### src/sie_pkg.sv
// Constants, modes and event bundle for the interrupt enable and flag logic
package sie_pkg;
	localparam int FRAME_BITS = 16;
	localparam int EN_W = 12;
	localparam int CNT_W = 5;
	localparam logic [CNT_W-1:0] CNT_FULL = 5'h10;
	localparam logic [CNT_W-1:0] CNT_SEL = 5'h03;
	localparam logic [CNT_W-1:0] CNT_ADDR = 5'h02;
	localparam logic [CNT_W-1:0] CNT_DATA = 5'h04;
	localparam logic [CNT_W-1:0] CNT_MAX = 5'h1f;
	// Frame header fields
	localparam int POS_ADDR_HI = 15;
	localparam int POS_ADDR_LO = 14;
	localparam int POS_RRS = 13;
	localparam int POS_RO = 12;
	localparam logic [1:0] ADDR_IRQ = 2'h1;
	// Enable and flag positions
	localparam int B_WDT = 11;
	localparam int B_TEMP = 10;
	localparam int B_GND = 9;
	localparam int B_CLK = 8;
	localparam int B_RSVD = 7;
	localparam int B_SUP = 6;
	localparam int B_CANF = 5;
	localparam int B_LINF = 4;
	localparam int B_WAKE = 3;
	localparam int B_WDR = 2;
	localparam int B_CANW = 1;
	localparam int B_LINW = 0;
	localparam logic [EN_W-1:0] EN_RESET = 12'h000;
	// Sources held back to one pin assertion per watchdog period in Normal mode
	localparam logic [EN_W-1:0] NC_MASK = 12'h0_67b;
	// Interrupt pin release time after a flag read
	localparam int REL_NS = 20_000;
	localparam int CLK_NS = 40;
	localparam int REL_CYC = (REL_NS + CLK_NS - 1) / CLK_NS;
	// Synchroniser lanes
	localparam int SY_SCK = 0;
	localparam int SY_CSN = 1;
	localparam int SY_SDI = 2;
	localparam int SY_WAKE = 3;

	typedef enum logic [2:0] {
		SIE_STARTUP = 3'b000,
		SIE_RESTART = 3'b001,
		SIE_STANDBY = 3'b010,
		SIE_NORMAL = 3'b011,
		SIE_FLASH = 3'b100,
		SIE_SLEEP = 3'b101
	} sie_mode_t;

	typedef struct packed {
		logic wd_overflow;
		logic wd_restart_off;
		logic wd_period_tick;
		logic temp_warning_status;
		logic ground_shift;
		logic supply1_diag;
		logic supply2_diag;
		logic supply3_diag;
		logic [3:0] can_fail_code;
		logic [1:0] lin_fail_code;
		logic can_wake;
		logic can_active;
		logic lin_wake;
		logic lin_active;
		logic bat_fail;
	} sie_evt_t;
endpackage : sie_pkg

### src/sie_irq.sv
// Interrupt enable register, cause flags, serial access and interrupt pin
//
// Summary of operation
// [RULE1] Frames with top bits 01 address the enable register and its readback; sdo_oe decodes shreg[2:1], the top bits only at bit_cnt 3.
// [RULE2] Bit 13 set returns cause flags; clear returns current enables.
// [RULE3] Bit 12 set only reads; clear also loads the enable bits.
// [RULE4] Watchdog overflow in Standby interrupts if enabled, else forces reset.
// [RULE5] Every overflow without a same-cycle enable write clears the watchdog timeout enable; host re-arms it.
// [RULE6] Temperature warning change in either direction interrupts when enabled.
// [RULE7] Ground shift change in either direction interrupts when enabled.
// [RULE8] Wrong clock count interrupts when enabled; resets in Start-up or Restart.
// [RULE9] Frames without exactly 16 clocks have no register effect.
// [RULE10] Host writes zero into reserved bit 7.
// [RULE11] Any supply diagnosis bit clearing interrupts when enabled.
// [RULE12] Any CAN failure code change interrupts when enabled.
// [RULE13] Any LIN failure code change interrupts when enabled.
// [RULE14] Local wake falling edge interrupts in Normal/Flash/Standby; else resets in Standby.
// [RULE15] Local wake acts only with the global wake port enable set.
// [RULE16] Watchdog restart while switched off interrupts when enabled.
// [RULE17] CAN wake interrupts unless CAN active; disabled, resets in Standby only.
// [RULE18] LIN wake interrupts unless LIN active; disabled, resets in Standby only.
// [RULE19] Flags clear on read and reset; causes during a read are kept.
// [RULE20] After a flag read the interrupt pin is released for a minimum time.
// [RULE21] Clock count and battery failures reach the pin without rate limiting.
// [RULE22] In Normal mode non-critical causes assert the pin once per watchdog period.
// [RULE23] Each cause flag sits at its enable's bit position.
// [RULE24] Pin is low while an enabled flag pends and no release runs, unless a non-critical flag is held back in Normal mode.
`timescale 1ns/100ps
module sie_irq import sie_pkg::*; #(
	parameter int REL_CYCLES = REL_CYC
) (
	input wire logic mclk, // System clock
	input wire logic rst, // Asynchronous reset, active high
	input wire logic sck, // Serial clock pin
	input wire logic scs_n, // Serial chip select pin, active low
	input wire logic sdi, // Serial data in pin
	output logic sdo, // Serial data out
	output logic sdo_oe, // Serial data out enable
	input wire logic local_wake_pin, // Local wake input pin
	input wire logic wake_port_en, // Global wake port enable from configuration
	input wire sie_mode_t op_mode, // Current operating mode
	input wire sie_evt_t evt, // Event and status sources
	output logic irq_out_n, // Interrupt pin, active low
	output logic reset_req // One-cycle request for a reset event
);
	initial begin
		if (REL_CYCLES < 1) begin
			$error("REL_CYCLES must be at least one");
		end
	end

	////////////////////////////////////////////////////////////////////////////////
	// Pin synchronisers and edges
	logic [3:0] sy1;
	logic [3:0] sy2;
	logic sck_d;
	logic csn_d;
	logic wake_d;
	always_ff @(posedge mclk or posedge rst) begin
		if (rst) begin
			sy1 <= 4'hf;
			sy2 <= 4'hf;
			sck_d <= 1'b1;
			csn_d <= 1'b1;
			wake_d <= 1'b1;
		end else begin
			sy1 <= {local_wake_pin, sdi, scs_n, sck};
			sy2 <= sy1;
			sck_d <= sy2[SY_SCK];
			csn_d <= sy2[SY_CSN];
			wake_d <= sy2[SY_WAKE];
		end
	end
	wire in_frame = !sy2[SY_CSN];
	wire frame_start = csn_d && !sy2[SY_CSN];
	wire frame_end = !csn_d && sy2[SY_CSN];
	wire sck_rise = in_frame && !sck_d && sy2[SY_SCK];
	wire sck_fall = in_frame && sck_d && !sy2[SY_SCK];
	wire wake_fall = wake_d && !sy2[SY_WAKE];

	////////////////////////////////////////////////////////////////////////////////
	// Serial frame
	logic [FRAME_BITS-1:0] shreg;
	logic [CNT_W-1:0] bit_cnt;
	logic [EN_W-1:0] snap;
	logic [EN_W-1:0] en;
	logic [EN_W-1:0] flags;
	wire [1:0] addr = shreg[POS_ADDR_HI:POS_ADDR_LO];
	wire [1:0] hdr_addr = shreg[2:1];
	wire hdr_rrs = shreg[0];
	wire [EN_W-1:0] rb_word = hdr_rrs ? flags : en; // see [RULE2] [RULE23]
	wire frame_ok = frame_end && bit_cnt == CNT_FULL; // see [RULE9]
	wire frame_bad = frame_end && bit_cnt != CNT_FULL; // see [RULE9]
	wire hit = frame_ok && addr == ADDR_IRQ; // see [RULE1]
	wire en_write = hit && !shreg[POS_RO]; // see [RULE3]
	wire flag_read = hit && shreg[POS_RRS]; // see [RULE19]
	wire [3:0] out_idx = 4'(FRAME_BITS - 1) - bit_cnt[3:0];
	wire out_bit = (bit_cnt >= CNT_DATA && bit_cnt < CNT_FULL) ? snap[out_idx] : 1'b0;

	always_ff @(posedge mclk or posedge rst) begin
		if (rst) begin
			shreg <= '0;
			bit_cnt <= '0;
			snap <= '0;
		end else if (frame_start) begin
			shreg <= '0;
			bit_cnt <= '0;
		end else if (sck_rise) begin
			shreg <= {shreg[FRAME_BITS-2:0], sy2[SY_SDI]};
			bit_cnt <= (bit_cnt == CNT_MAX) ? CNT_MAX : bit_cnt + 1'b1;
			if (bit_cnt == CNT_ADDR) begin
				snap <= '0;
			end
		end else if (bit_cnt == CNT_SEL && in_frame) begin
			snap <= rb_word; // see [RULE2]
		end
	end

	always_ff @(posedge mclk or posedge rst) begin
		if (rst) begin
			sdo <= 1'b0;
			sdo_oe <= 1'b0;
		end else begin
			sdo_oe <= in_frame && bit_cnt >= CNT_ADDR && hdr_addr == ADDR_IRQ; // see [RULE1]
			if (frame_start) begin
				sdo <= 1'b0;
			end else if (sck_fall) begin
				sdo <= out_bit;
			end
		end
	end

	////////////////////////////////////////////////////////////////////////////////
	// Event detection
	logic tws_d;
	logic gsd_d;
	logic [2:0] sup_d;
	logic [3:0] canf_d;
	logic [1:0] linf_d;
	always_ff @(posedge mclk or posedge rst) begin
		if (rst) begin
			tws_d <= 1'b0;
			gsd_d <= 1'b0;
			sup_d <= 3'h7;
			canf_d <= 4'h0;
			linf_d <= 2'h0;
		end else begin
			tws_d <= evt.temp_warning_status;
			gsd_d <= evt.ground_shift;
			sup_d <= {evt.supply3_diag, evt.supply2_diag, evt.supply1_diag};
			canf_d <= evt.can_fail_code;
			linf_d <= evt.lin_fail_code;
		end
	end
	wire m_stby = op_mode == SIE_STANDBY;
	wire m_nf = op_mode == SIE_NORMAL || op_mode == SIE_FLASH;
	wire m_boot = op_mode == SIE_STARTUP || op_mode == SIE_RESTART;
	wire [2:0] sup_now = {evt.supply3_diag, evt.supply2_diag, evt.supply1_diag};
	wire lw = wake_fall && wake_port_en; // see [RULE15]
	wire wdt_irq = evt.wd_overflow && m_stby && en[B_WDT]; // see [RULE4]
	wire clk_irq = frame_bad && en[B_CLK] && !m_boot; // see [RULE8]
	logic [EN_W-1:0] set_vec;
	always_comb begin
		set_vec = '0;
		set_vec[B_WDT] = wdt_irq;
		set_vec[B_TEMP] = en[B_TEMP] && (tws_d != evt.temp_warning_status); // see [RULE6]
		set_vec[B_GND] = en[B_GND] && (gsd_d != evt.ground_shift); // see [RULE7]
		set_vec[B_CLK] = clk_irq;
		set_vec[B_SUP] = en[B_SUP] && |(sup_d & ~sup_now); // see [RULE11]
		set_vec[B_CANF] = en[B_CANF] && (canf_d != evt.can_fail_code); // see [RULE12]
		set_vec[B_LINF] = en[B_LINF] && (linf_d != evt.lin_fail_code); // see [RULE13]
		set_vec[B_WAKE] = lw && en[B_WAKE] && (m_nf || m_stby); // see [RULE14]
		set_vec[B_WDR] = en[B_WDR] && evt.wd_restart_off; // see [RULE16]
		set_vec[B_CANW] = evt.can_wake && en[B_CANW]
			&& (m_stby || (m_nf && !evt.can_active)); // see [RULE17]
		set_vec[B_LINW] = evt.lin_wake && en[B_LINW]
			&& (m_stby || (m_nf && !evt.lin_active)); // see [RULE18]
	end
	wire next_reset_req = (evt.wd_overflow && !wdt_irq) // see [RULE4]
		|| (frame_bad && en[B_CLK] && m_boot) // see [RULE8]
		|| (m_stby && lw && !en[B_WAKE]) // see [RULE14]
		|| (m_stby && evt.can_wake && !en[B_CANW]) // see [RULE17]
		|| (m_stby && evt.lin_wake && !en[B_LINW]); // see [RULE18]

	////////////////////////////////////////////////////////////////////////////////
	// Enable register and cause flags
	logic bat_pend;
	always_ff @(posedge mclk or posedge rst) begin
		if (rst) begin
			en <= EN_RESET;
			flags <= '0;
			bat_pend <= 1'b0;
			reset_req <= 1'b0;
		end else begin
			reset_req <= next_reset_req;
			if (en_write) begin
				en <= shreg[EN_W-1:0]; // see [RULE3]
			end else if (evt.wd_overflow) begin
				en[B_WDT] <= 1'b0; // see [RULE5]
			end
			flags <= (flags & ~(flag_read ? snap : '0)) | set_vec; // see [RULE19]
			bat_pend <= evt.bat_fail || (bat_pend && !flag_read);
		end
	end

	////////////////////////////////////////////////////////////////////////////////
	// Interrupt pin with release time and rate limit
	localparam int RC_W = $clog2(REL_CYCLES + 1);
	logic [RC_W-1:0] rel_cnt;
	logic nc_block;
	wire rel_busy = rel_cnt != '0;
	wire crit_pend = flags[B_CLK] || bat_pend || flags[B_WDT] || flags[B_WDR]; // see [RULE21]
	wire nc_pend = |(flags & NC_MASK);
	wire nc_ok = !irq_out_n || op_mode != SIE_NORMAL || !nc_block; // see [RULE22]
	// A flag read releases the pin at once, on the same edge that loads the release counter
	wire next_irq_n = !(!rel_busy && !flag_read
		&& (crit_pend || (nc_pend && nc_ok))); // see [RULE24] [RULE20]
	always_ff @(posedge mclk or posedge rst) begin
		if (rst) begin
			rel_cnt <= '0;
			nc_block <= 1'b0;
			irq_out_n <= 1'b1;
		end else begin
			if (flag_read) begin
				rel_cnt <= RC_W'(REL_CYCLES); // see [RULE20]
			end else if (rel_busy) begin
				rel_cnt <= rel_cnt - 1'b1;
			end
			if (evt.wd_period_tick) begin
				nc_block <= 1'b0;
			end else if (!next_irq_n && nc_pend && op_mode == SIE_NORMAL) begin
				nc_block <= 1'b1; // see [RULE22]
			end
			irq_out_n <= next_irq_n;
		end
	end
endmodule : sie_irq

### config.mk
export PLATFORM = sky130hd
export DESIGN_NAME = sie_irq
export DESIGN_NICKNAME = d
export VERILOG_FILES = /design/src/sie_pkg.sv /design/src/sie_irq.sv
export SDC_FILE = /design/constraint.sdc
export NUM_CORES = 1
export LEC_CHECK = 0
export BUFFER_PORTS_ARGS = -buffer_cell sky130_fd_sc_hd__buf_2
export CORE_MARGIN = 3
export CORE_UTILIZATION = 53
export CTS_CLUSTER_DIAMETER = 30
export DETAILED_ROUTE_END_ITERATION = 8
export GPL_ROUTABILITY_DRIVEN = 1
export HOLD_SLACK_MARGIN = 0.12
export PLACE_DENSITY = 0.75
export SYNTH_ARGS = -nofsm -noshare
export SYNTH_HDL_FRONTEND = slang
export SYNTH_SLANG_ARGS = --single-unit
### constraint.sdc
create_clock -name mclk -period 3.4 [get_ports mclk]
set_clock_uncertainty 0.2 [all_clocks]
set_input_delay 0.68 -clock mclk [delete_from_list [all_inputs] [get_ports mclk]]
set_output_delay 0.68 -clock mclk [all_outputs]
set_load 0.05 [all_outputs]
* Word-level counts from Yosys, hierarchy flattened
Cells that the tools add are included.
** Operators by class
- $add $sub $neg :: 3
- $lt $le $gt $ge :: 4
- Equal/unequal tests :: 17
- Mux-type cells :: 21
- Bitwise logic cells :: 6
- Reduce and logical (&&, ||, !) cells :: 94
** Operators with widths (number)
- two-way mux 12 bit :: 5
- logical AND 1 bit :: 49
- two-way mux 16 bit :: 2
- zero test 1 bit :: 18
- two-way mux 9 bit :: 2
- logical OR 1 bit :: 16
- two-way mux 5 bit :: 3
- AND 12 bit :: 1
- NOT 12 bit :: 1
- bitwise OR 12 bit :: 1
- nonzero test 2 bit :: 6
- equality test 5 x 2 -> 1 bit (second input constant) :: 2
- equality test 5 bit (second input constant) :: 2
- nonzero test 9 bit :: 1
- subtractor 9 x 1 -> 9 bit (second input constant) :: 1
- two-way mux 1 bit :: 8
- OR reduction 8 bit :: 1
- equality test 3 x 2 -> 1 bit (second input constant) :: 2
- adder 5 x 1 -> 5 bit (second input constant) :: 1
- >= comparator 5 x 2 -> 1 bit (second input constant) :: 1
- >= comparator 5 x 3 -> 1 bit (second input constant) :: 1
- < comparator 4 x 5 -> 1 bit (second input constant) :: 1
- < comparator 5 bit (second input constant) :: 1
- != test 5 bit (second input constant) :: 1
- 16 further kinds :: 18
** Word-level totals
- Register bits :: 94
- Input port bits :: 29
- Output and inout port bits :: 4
- Word-level logic and storage cells :: 168

* Longest topological paths before layout
Gate-level depths: netlist of the first run.
- Depth after elaboration :: 12
- Mapped depth :: 6
- Mapped depth without buffers :: 6

* Least setup slack after synthesis of the first run
OpenSTA, ideal clock, no wires.
- Kind :: register to register
- From :: register bit_cnt[2]
- To :: register snap[0]
- Setup time :: 0.125 ns
- Arrival time :: 1.876 ns
- Required time :: 3.075 ns
- Setup slack :: 1.199 ns
- Cell stages (with the launch flop) :: 6
- Cells stage by stage :: dfrtp_1 clkbuf_1 or3_2 nor4_2 buf_4 mux2_2
** Between the ends
- Word-level cells in the longest chain between the ends :: 4
- Elaborated cells on any way between the ends :: 6
- Classes of those cells :: eq/ne (3); reduce/logical (3)
** RTL lines
- start, declared :: RTL line sie_irq.sv:84 : logic [CNT_W-1:0] bit_cnt;
- start signal, assigned :: RTL line sie_irq.sv:110 : bit_cnt <= (bit_cnt == CNT_MAX) ? CNT_MAX : bit_cnt + 1'b1;
- equality test 5 x 2 -> 1 bit :: RTL line sie_irq.sv:114 : end else if (bit_cnt == CNT_SEL && in_frame) begin
- logical AND 1 bit :: RTL line sie_irq.sv:114
- nonzero test 2 bit (no source line)
- AND reduction 3 bit (no source line) (*)
- end signal, assigned :: RTL line sie_irq.sv:115 : snap <= rb_word;
- end, declared :: RTL line sie_irq.sv:85 : logic [EN_W-1:0] snap;
Mark *: on every way between the ends. The rest lies on a longest branch, timed or not.
A chain may end at the register's enable or synchronous reset.

* Worst setup path in the final report of the first run
- From :: register bit_cnt[2]
- To :: register nc_block
** Between the ends
- Word-level cells in the longest chain between the ends :: 10
** RTL lines
- equality test 5 bit :: RTL line sie_irq.sv:92 : wire frame_ok = frame_end && bit_cnt == CNT_FULL;
- logical AND 1 bit :: RTL line sie_irq.sv:92
- logical AND 1 bit :: RTL line sie_irq.sv:94 : wire hit = frame_ok && addr == ADDR_IRQ;
- logical AND 1 bit :: RTL line sie_irq.sv:96 : wire flag_read = hit && shreg[POS_RRS];
- zero test 1 bit :: RTL line sie_irq.sv:216 : wire next_irq_n = !(!rel_busy && !flag_read
- logical AND 1 bit :: RTL line sie_irq.sv:216
- logical AND 1 bit :: RTL line sie_irq.sv:217 : && (crit_pend || (nc_pend && nc_ok)));
- logical AND 1 bit (2 in a row) :: RTL line sie_irq.sv:231 : end else if (!next_irq_n && nc_pend && op_mode == SIE_NORMAL) begin
- nonzero test 2 bit (no source line)
- end signal, assigned :: RTL line sie_irq.sv:221 : nc_block <= 1'b0;
- end signal, assigned :: RTL line sie_irq.sv:230 : nc_block <= 1'b0;
- end signal, assigned :: RTL line sie_irq.sv:232 : nc_block <= 1'b1;
- end, declared :: RTL line sie_irq.sv:210 : logic nc_block;
Every way passes these cells.

==> results of run 1 <==
-- sequential cells by signal, summed over array words and instances (netlist names), 2 cells and up --
name     count
sup_d        3
en          12
linf_d       2
snap        12
canf_d       4
sy2          4
flags       12
shreg       16
sy1          4
bit_cnt      5
rel_cnt      9
-- cell type report --
type                       instances  area [µm²]
sequential                        94        2371
multi-input combinational        208        1625
inverter                          11       43.79
timing repair buffer              39       225.2
clock inverter                     6       60.06
fill                             591        2831
clock buffer                      10       127.6
tap                               99       123.9
-- routing by layer --
layer  GRT usage, %  routed length, µm
met3          4.888                416
met5              0                  0
met4          5.656                 50
met1          28.66               3713
met2          31.86               3984
-- layout by cell type, fill, tap and decap left out, types with 4 or more instances in the layout --
| cell | Yosys | routed |
|---|---|---|
| o21ai_0 | 11 | 11 |
| mux2i_1 | 14 | 14 |
| nand2_1 | 21 | 21 |
| xnor2_1 | 9 | 9 |
| nor2_1 | 20 | 20 |
| mux2_2 | 23 | 23 |
| nand2b_1 | 5 | 5 |
| a22o_1 | 25 | 25 |
| dfrtp_1 | 79 | 79 |
| a32o_1 | 4 | 4 |
| buf_2 | 0 | 32 |
| inv_6 | 0 | 5 |
| nor2b_1 | 9 | 9 |
| nor3b_1 | 6 | 6 |
| clkbuf_8 | 0 | 9 |
| inv_1 | 11 | 10 |
| buf_4 | 2 | 6 |
| dfstp_2 | 15 | 15 |
| a21o_1 | 4 | 4 |
-- worst reg2reg max path: stages (launching register included) --
cell,delay (ps)
dfrtp_1,500
or4b_4,620
nor4b_4,510
buf_4,270
nor2_1,80
a32o_1,220
-- power breakdown --
part	total [mW]	switching, mW	internal, mW
Clock	0.708	0.422	0.286
Combinational	0.103	0.0591	0.0439
Sequential	1.16	0.0222	1.14
Total	1.98	0.503	1.47
-- cells in the mapped netlist (all sizes together), types with 3 or more instances --
master  instances  share of area (%)
xnor2           9                1.9
or3             3               0.49
buf             6                1.3
a21oi           3               0.36
nor4            5                1.3
mux2           23                6.3
dfstp          15                9.6
mux2i          14                3.4
nand2          21                1.9
nor3            3               0.36
inv            11                1.0
nor2           20                1.8
or4             4               0.82
nor3b           6                1.1
a22o           26                5.6
o21ai          11                1.3
a21o            4               0.73
clkbuf          8               0.73
nor2b           9                1.4
dfrtp          79                 48
nand2b          5               0.76
a32o            4               0.97
-- path summary, 6_finish.rpt --
path | start | to | depth (start not counted)
min in group asynchronous | rst | bit_cnt[4] | 2
max | bit_cnt[2] | nc_block | 5
max in group asynchronous | rst | sup_d[0] | 3
max reg2reg | bit_cnt[2] | nc_block | 5
min reg2reg | sy1[1] | sy2[1] | 0
min | sy1[1] | sy2[1] | 0
-- per-stage QoR --
step | cell area [µm²] | hold slack [ps] | setup WS, ps | util [%]
floorplan | 4120 | 145.2 | 96.16 | -
global placement | 4389 | 146.7 | 938.9 | 59.25
detailed placement | 4389 | 147.3 | 922.1 | 59.25
CTS | 4577 | 163.7 | 896.1 | 61.78
global route | 4577 | 161.3 | 794.5 | 61.78
finish | 4577 | 161.1 | 898.9 | 61.78
-- logic make-up after synthesis --
| family | count (synthesis) | synth area share [%] |
|---|---|---|
| multiplexers | 39 | 10.78 |
| buffers and inverters | 25 | 3.006 |
| AND/OR/NAND/NOR | 88 | 12.75 |
| XOR/XNOR | 11 | 2.338 |
| AO/OA/AOI/OAI | 68 | 12.97 |
| adder cells (fa/ha/maj) | 2 | 0.6073 |
| flip-flops | 94 | 57.55 |
==> flow_metrics.env, run 1 <==
export IMPL_run_status="finished clean"
export IMPL_p_leak_nw=2.117
export IMPL_cpMaxStageDelayCell="or4b_4"
export IMPL_rsz0062_at_grt="no"
export IMPL_ys_async_sr_fraction_pct=100.0
export IMPL_antenna_cells=0
export IMPL_drt_iter0_drc=160
export IMPL_hold_violations=0
export IMPL_die_x_um=94.17
export IMPL_wl_um=8165
export IMPL_drc=0
export IMPL_boundaryPins=33
export IMPL_avgSynthCellArea_um2=12.60
export IMPL_synth_seq_cells=94
export IMPL_ys_seq_area_share_pct=57.55
export IMPL_maxCapViolCount=0
export IMPL_dieArea_mm2=0.008868
export IMPL_critPathCaptureType="flip-flop"
export IMPL_arrival_ps=2550
export IMPL_peakVddDrop_uv=280.6
export IMPL_hpwl_um=5703
export IMPL_path_class="reg2reg"
export IMPL_stdcell_count=467
export IMPL_slew_viol_final=0
export IMPL_fin_crit_ps=2501
export IMPL_port_buffers=32
export IMPL_required_ps=3450
export IMPL_ys_warn_count=0
export IMPL_fmax_mhz=399.8
export IMPL_rows=31
export IMPL_crit_path_cell_trace="or4b_4 -> nor4b_4 -> buf_4 -> nor2_1 -> a32o_1"
export IMPL_synth_cells=327
export IMPL_setup_violations=0
export IMPL_post_place_cells=451
export IMPL_ctsLongestPathBuffers=2
export IMPL_synth_nets=358
export IMPL_die_h_um=94.17
export IMPL_drive_gt1_share_pct=28.26
export IMPL_powerDensity_mw_per_mm2=431.7
export IMPL_grt_max_degree=53
export IMPL_first_global_vias=2693
export IMPL_synth_edff_count=0
export IMPL_max_slew_worst_pin_slew_ps=833.5
export IMPL_post_cts_buffers=0
export IMPL_worst_path_dominant_cell_family="simple AND/OR/NAND/NOR gates"
export IMPL_grt_antenna_before_repair=0
export IMPL_core_mm2=0.007408
export IMPL_ys_types=56
export IMPL_grt_use_total_pct=20.43
export IMPL_via_per_inst=5.805
export IMPL_post_cts_resized=0
export IMPL_total_power_mw=1.976
export IMPL_fin_crit_sh_pct=73.56
export IMPL_initial_core_util_pct=55.62
export IMPL_nets=394
export IMPL_worstSetupStartpointType="flip-flop"
export IMPL_critPathMaxFanout=11
export IMPL_cts_root_buf="clkbuf_8"
export IMPL_cts_sinks=94
export IMPL_setup_tns_ps=0
export IMPL_cts_tree="done"
export IMPL_cts_made_buffers=9
export IMPL_routedWlPerCell_um=17.48
export IMPL_ant_nets=0
export IMPL_vias=2711
export IMPL_area_growth_pct=11.08
export IMPL_hold_path_class="reg2reg"
export IMPL_cts_hold_buf=0
export IMPL_htreeDepth=3
export IMPL_grt_ovfl_total=0
export IMPL_path_buf_inv=1
export IMPL_syn_area_mm2=0.004120
export IMPL_globalplace_congestion=0.8020
export IMPL_grt_first_pass_wirelength_um=13820
export IMPL_path_clk_slew_ps=90
export IMPL_synth_main_ff_cell="dfrtp_1"
export IMPL_r2r_slack_ps=900
export IMPL_crit_path_max_incr_delay_ps=620
export IMPL_clk_latency_ps=360
export IMPL_maxSlewHeadroom_pct=44.44
export IMPL_drtPass1Iterations=5
(Power assumes the default switching activity.)
==> run 2: changes to the inputs <==
--- a/config.mk
+++ b/config.mk
@@ -5,6 +5,7 @@
 export SDC_FILE = /design/constraint.sdc
 export NUM_CORES = 1
 export LEC_CHECK = 0
+export ABC_AREA = 1
 export BUFFER_PORTS_ARGS = -buffer_cell sky130_fd_sc_hd__buf_2
 export CORE_MARGIN = 3
 export CORE_UTILIZATION = 53
==> constraint.sdc (replaced) <==
create_clock -name mclk -period 2.09 [get_ports mclk]
set_clock_uncertainty 0.2 [all_clocks]
set_input_delay 0.418 -clock mclk [delete_from_list [all_inputs] [get_ports mclk]]
set_output_delay 0.418 -clock mclk [all_outputs]
set_load 0.05 [all_outputs]
==> flow_metrics.env, run 2 <==
export IMPL_final_common_cell="nand2_1"
export IMPL_path_depth=6
export IMPL_grt_use_total_pct=21.41
export IMPL_avgSynthCellArea_um2=9.445
export IMPL_vias=3214
export IMPL_htreeDepth=3
export IMPL_syn_area_mm2=0.004165
export IMPL_fin_crit_sh_pct=90.98
export IMPL_synthTopCellsByCount="92 x nand2_1, 79 x dfrtp_1, 57 x inv_1"
export IMPL_hold_violations=0
export IMPL_clk_latency_ps=370
export IMPL_synth_top_area_cell="dfrtp_1"
export IMPL_area_growth_pct=17.00
export IMPL_critPathMaxFanout=15
export IMPL_maxCapViolCount=0
export IMPL_synth_edff_count=0
export IMPL_drive_gt1_share_pct=21.98
export IMPL_maxSlewHeadroom_pct=64.94
export IMPL_path_class="reg2reg"
export IMPL_nets=531
export IMPL_ys_types=37
export IMPL_rows=31
export IMPL_globalplace_congestion=0.9273
export IMPL_setup_tns_ps=0
export IMPL_crit_path_max_incr_delay_ps=620
export IMPL_arrival_ps=1960
export IMPL_critPathCaptureType="flip-flop"
export IMPL_grt_max_degree=39
export IMPL_setup_violations=0
export IMPL_synth_main_ff_cell="dfrtp_1"
export IMPL_grt_antenna_before_repair=0
export IMPL_routedWlPerCell_um=14.34
export IMPL_synth_nets=472
export IMPL_ys_warn_count=0
export IMPL_regMostFlops="shreg"
export IMPL_ctsLongestPathBuffers=2
export IMPL_total_power_mw=3.389
export IMPL_worstSetupStartpointType="flip-flop"
export IMPL_run_status="finished clean"
export IMPL_grt_ovfl_total=0
export IMPL_first_global_vias=3077
export IMPL_ys_seq_area_share_pct=56.92
export IMPL_antenna_cells=0
export IMPL_cts_tree="done"
export IMPL_powerDensity_mw_per_mm2=695.4
export IMPL_initial_core_util_pct=55.93
export IMPL_boundaryPins=33
export IMPL_rsz0062_at_grt="no"
export IMPL_fin_util_pct=65.44
export IMPL_dieArea_mm2=0.008959
export IMPL_p_leak_nw=2.282
export IMPL_synth_seq_cells=94
export IMPL_required_ps=2150
export IMPL_crit_path_cell_trace="nand2_1 -> nor2_1 -> nand3_4 -> clkinv_2 -> nand2_1 -> a22o_1"
export IMPL_cts_hold_buf=21
export IMPL_ys_top_cells_by_area="dfrtp_1 47%, dfstp_2 9.5%, nand2_1 8.3%, inv_1 5.1%, o21ai_2 3.6%"
export IMPL_core_mm2=0.007447
export IMPL_worst_path_dominant_cell_family="flip-flops"
export IMPL_fillCellCount=616
export IMPL_die_h_um=94.65
export IMPL_peakVddDrop_uv=459.2
export IMPL_drt_iter0_drc=206
export IMPL_post_cts_buffers=0
export IMPL_via_per_inst=5.321
export IMPL_cts_root_buf="clkbuf_8"
export IMPL_ant_nets=0
export IMPL_final_cell_mix="92 x nand2_1, 79 x dfrtp_1, 56 x inv_1, 32 x buf_2, 26 x nor2_1"
export IMPL_hold_depth=3
export IMPL_drtPass1Iterations=4
export IMPL_wl_um=8659
export IMPL_fin_crit_ps=1901
export IMPL_hpwl_um=6110
export IMPL_synth_top_cell_area_share_pct=47.46
export IMPL_reg2reg_depth=6
export IMPL_port_buffers=32
export IMPL_cpMaxStageDelayCell="dfstp_2"
export IMPL_post_cts_resized=0
export IMPL_timing_hold_ws_ps=147.2
export IMPL_largest_reg_flops=16
export IMPL_drc=0
export IMPL_hold_path_class="in2reg"
export IMPL_cts_made_buffers=9
export IMPL_slew_viol_final=0
export IMPL_fmax_mhz=525.9
export IMPL_yosysMostFrequentCell="nand2_1"
export IMPL_path_clk_slew_ps=100
export IMPL_grt_first_pass_wirelength_um=14700
export IMPL_die_x_um=94.65
export IMPL_max_slew_worst_pin_slew_ps=512.7
export IMPL_cp_common_cell="nand2_1"
export IMPL_cts_sinks=94
export IMPL_synth_cells=441
export IMPL_ys_async_sr_fraction_pct=100.0
export IMPL_path_buf_inv=1
-- run 2: worst min-delay path: stages --
cell	delay, ps
buf_2	110
nand2_1	50
o211ai_1	100
-- run 2: layout make-up --
| type | count | area [µm²] | share of cell area [%] |
|---|---|---|---|
| Clock buffer | 9 | 123.9 | 2.542 |
| Clock inverter | 7 | 72.57 | 1.489 |
| Inverter | 62 | 237.7 | 4.878 |
| Multi-Input combinational cell | 273 | 1484 | 30.45 |
| Sequential cell | 94 | 2371 | 48.65 |
| Tap cell | 99 | 123.9 | 2.542 |
| Timing Repair Buffer | 60 | 460.4 | 9.448 |
-- run 2: final timing paths --
| check | slack, ps | endpoint | start |
|---|---|---|---|
| hold reg to reg | 170 | sy2[2] | sy1[2] |
| min in group asynchronous | 430 | en[2] | rst |
| hold / removal | 150 | reset_req | evt[18] |
| max in group asynchronous | 650 | wake_d | rst |
| setup / recovery | 190 | flags[6] | sy2[1] |
| setup reg to reg | 190 | flags[6] | sy2[1] |
-- run 2: logic make-up (layout without fill, tap and decap cells) --
family,after synthesis,in the layout,share of synthesized area (%)
buffers and inverters,74,138,7.450
adders and majority gates,2,2,0.6007
DFF,94,94,56.92
AOI/OAI and AO/OA,107,107,16.67
and+or+nand+nor,157,157,16.88
xor gates and xnor gates,7,7,1.472
-- run 2: through the flow --
step                      setup WS, ps  cell area (µm²)  cells
final                            188.6             4873    604
after CTS                        185.6             4873    604
after global routing             84.89             4873    604
after detailed placement         189.5             4467    567
after floorplan                  378.6             4169    441
after global placement           285.9             4467    567
-- run 2: routing by layer --
layer / vias up / global-route usage, % / routed length, µm
met2: 83 / 33.65 / 4056
met5: - / 0 / 0
met4: 0 / 5.649 / 111
met3: 10 / 5.578 / 451
met1: 1539 / 29.70 / 4039
li1: 1582 / - / -
-- run 2: power by group --
group,internal [mW],switching [mW]
Combinational,0.123,0.170
Sequential,1.88,0.0366
Clock,0.471,0.708
==> run 3: changes to the inputs <==
--- a/config.mk
+++ b/config.mk
@@ -13,7 +13,7 @@
 export DETAILED_ROUTE_END_ITERATION = 8
 export GPL_ROUTABILITY_DRIVEN = 1
 export HOLD_SLACK_MARGIN = 0.12
-export PLACE_DENSITY = 0.75
+export PLACE_DENSITY = 0.84
 export SYNTH_ARGS = -nofsm -noshare
 export SYNTH_HDL_FRONTEND = slang
 export SYNTH_SLANG_ARGS = --single-unit
==> flow_metrics.env, run 3 (synthesis gave the netlist of run 2 again) <==
export IMPL_maxSlewHeadroom_pct=65.68
export IMPL_powerDensity_mw_per_mm2=725.7
export IMPL_die_h_um=94.65
export IMPL_final_cell_mix="92 x nand2_1, 79 x dfrtp_1, 56 x inv_1, 32 x buf_2, 26 x nor2_1"
export IMPL_path_clk_slew_ps=90
export IMPL_grt_max_degree=95
export IMPL_drtPass1Iterations=4
export IMPL_r2r_slack_ps=190
export IMPL_peakVddDrop_uv=340.6
export IMPL_crit_path_cell_trace="nand2_1 -> nor2_1 -> nand3_4 -> clkinv_2 -> nand2_1 -> a22o_1"
export IMPL_nets=529
export IMPL_hpwl_um=5901
export IMPL_setup_tns_ps=0
export IMPL_post_cts_resized=0
export IMPL_routedWlPerCell_um=14.25
export IMPL_setup_violations=0
export IMPL_maxCapViolCount=0
export IMPL_cts_root_buf="clkbuf_8"
export IMPL_via_per_inst=5.375
export IMPL_worst_path_dominant_cell_family="simple AND/OR/NAND/NOR gates"
export IMPL_hold_path_startpoint="evt[4]"
export IMPL_fmax_mhz=527.5
export IMPL_regMostFlops="shreg"
export IMPL_drc=0
export IMPL_cts_tree="done"
export IMPL_grt_first_pass_wirelength_um=14760
export IMPL_r2r_end="flags[2]"
export IMPL_fin_crit_ps=1896
export IMPL_hold_violations=0
export IMPL_drt_iter0_drc=273
export IMPL_ctsLongestPathBuffers=2
export IMPL_cp_common_cell="nand2_1"
export IMPL_p_comb_share_pct=8.1
export IMPL_rows=31
export IMPL_power_switching_mw=0.8302
export IMPL_die_x_um=94.65
export IMPL_vias=3236
export IMPL_area_growth_pct=16.88
export IMPL_clk_latency_ps=360
export IMPL_p_leak_nw=2.286
export IMPL_path_buf_inv=1
export IMPL_grt_antenna_before_repair=0
export IMPL_drive_gt1_share_pct=21.87
export IMPL_fin_ws_ps=194.1
export IMPL_run_status="finished clean"
export IMPL_reg2reg_depth=6
export IMPL_pwr_share_clk_pct=37.6
export IMPL_arrival_ps=1950
export IMPL_critPathCaptureType="flip-flop"
export IMPL_port_buffers=32
export IMPL_cts_made_buffers=9
export IMPL_required_ps=2140
export IMPL_hold_depth=3
export IMPL_dieArea_mm2=0.008959
export IMPL_total_power_mw=3.533
export IMPL_min_to="flags[1]"
export IMPL_p_seq_share_pct=54.4
export IMPL_dpl_worst_slack_ps=211.3
export IMPL_largest_reg_flops=16
export IMPL_critPathMaxFanout=15
export IMPL_intPower_mw=2.703
export IMPL_netSwitchingFraction_pct=23.50
export IMPL_wl_um=8576
export IMPL_max_slew_worst_pin_slew_ps=514.8
export IMPL_initial_core_util_pct=55.93
export IMPL_cts_sinks=94
export IMPL_final_common_cell="nand2_1"
export IMPL_first_global_vias=3140
export IMPL_path_class="reg2reg"
export IMPL_fin_crit_sh_pct=90.71
export IMPL_crit_path_max_incr_delay_ps=610
export IMPL_grt_use_total_pct=21.31
export IMPL_rsz0062_at_grt="no"
export IMPL_globalplace_congestion=0.8729
export IMPL_ant_nets=0
export IMPL_slew_viol_final=0
export IMPL_cpMaxStageDelayCell="dfstp_2"
export IMPL_worstSetupStartpointType="flip-flop"
export IMPL_core_mm2=0.007447
export IMPL_hold_path_class="in2reg"
export IMPL_grt_ovfl_total=0
export IMPL_r2r_start="sy2[1]"
export IMPL_htreeDepth=3
export IMPL_antenna_cells=0
export IMPL_boundaryPins=33
-- run 3: changes by cell type in the layout (fill, tap and decap cells not counted), moves of 2 or more --
cell and change:
inv_6 -2, clkinv_2 +3, bufinv_16 +2, inv_8 -2
-- run 3: worst max path at each step --
stage | from | endpoint | slack (ps) | cells after the start
after floorplan | rst | bat_pend | 380 | 1
after detailed placement | sy2[1] | flags[6] | 210 | 6
after global placement | sy2[1] | flags[6] | 280 | 6
after CTS | sy2[1] | flags[2] | 200 | 6
final | sy2[1] | flags[2] | 190 | 6
after global routing | sy2[1] | flags[2] | 30 | 6
-- run 3: power by group through the flow --
| stage | clock [mW] | combinational, mW | sequential [mW] |
|---|---|---|---|
| 2_1_floorplan | 0 | 0.165 | 1.95 |
| 3_3_place_gp | 0 | 0.249 | 1.95 |
| 3_5_place_dp | 0 | 0.257 | 1.95 |
| 4_1_cts | 1.35 | 0.287 | 1.92 |
| 5_1_grt | 1.42 | 0.321 | 1.93 |
| 6_report | 1.33 | 0.285 | 1.92 |
-- run 3: stage by stage --
step | cells | util [%] | area (µm²) | hold WS, ps
after floorplan | 441 | - | 4169 | 145.2
after global placement | 566 | 59.71 | 4447 | 145.8
after detailed placement | 566 | 59.71 | 4447 | 147.3
after CTS | 602 | 65.37 | 4868 | 138.8
after global routing | 602 | 65.37 | 4868 | 166.1
final | 602 | 65.37 | 4868 | 144.1
-- run 3: layout make-up --
type | instances | area, µm²
Clock inverter | 6 | 83.83
Inverter | 62 | 237.7
Tap cell | 99 | 123.9
Multi-Input combinational cell | 273 | 1484
Timing Repair Buffer | 58 | 430.4
Fill cell | 594 | 2579
Clock buffer | 10 | 137.6
Sequential cell | 94 | 2371
-- run 3: tightest hold or removal path, stage by stage --
cell and delay (ps):
buf_2 110, nand2_1 60, o21ai_0 70
-- run 3: per-layer routing --
metal | routed length (µm) | vias to the layer above | global-route usage (%)
li1 | - | 1566 | -
met1 | 3718 | 1570 | 28.51
met2 | 4156 | 83 | 33.88
met3 | 498 | 17 | 4.223
met4 | 202 | 0 | 9.255
met5 | 0 | - | 0
-- run 3: what timing repair did --
item / CTS / global route
setup buffers: 0 / 0
hold buffers: 20 / 0
setup endpoints to repair: 0 / 0
endpoints found under the hold margin: 98 / 0
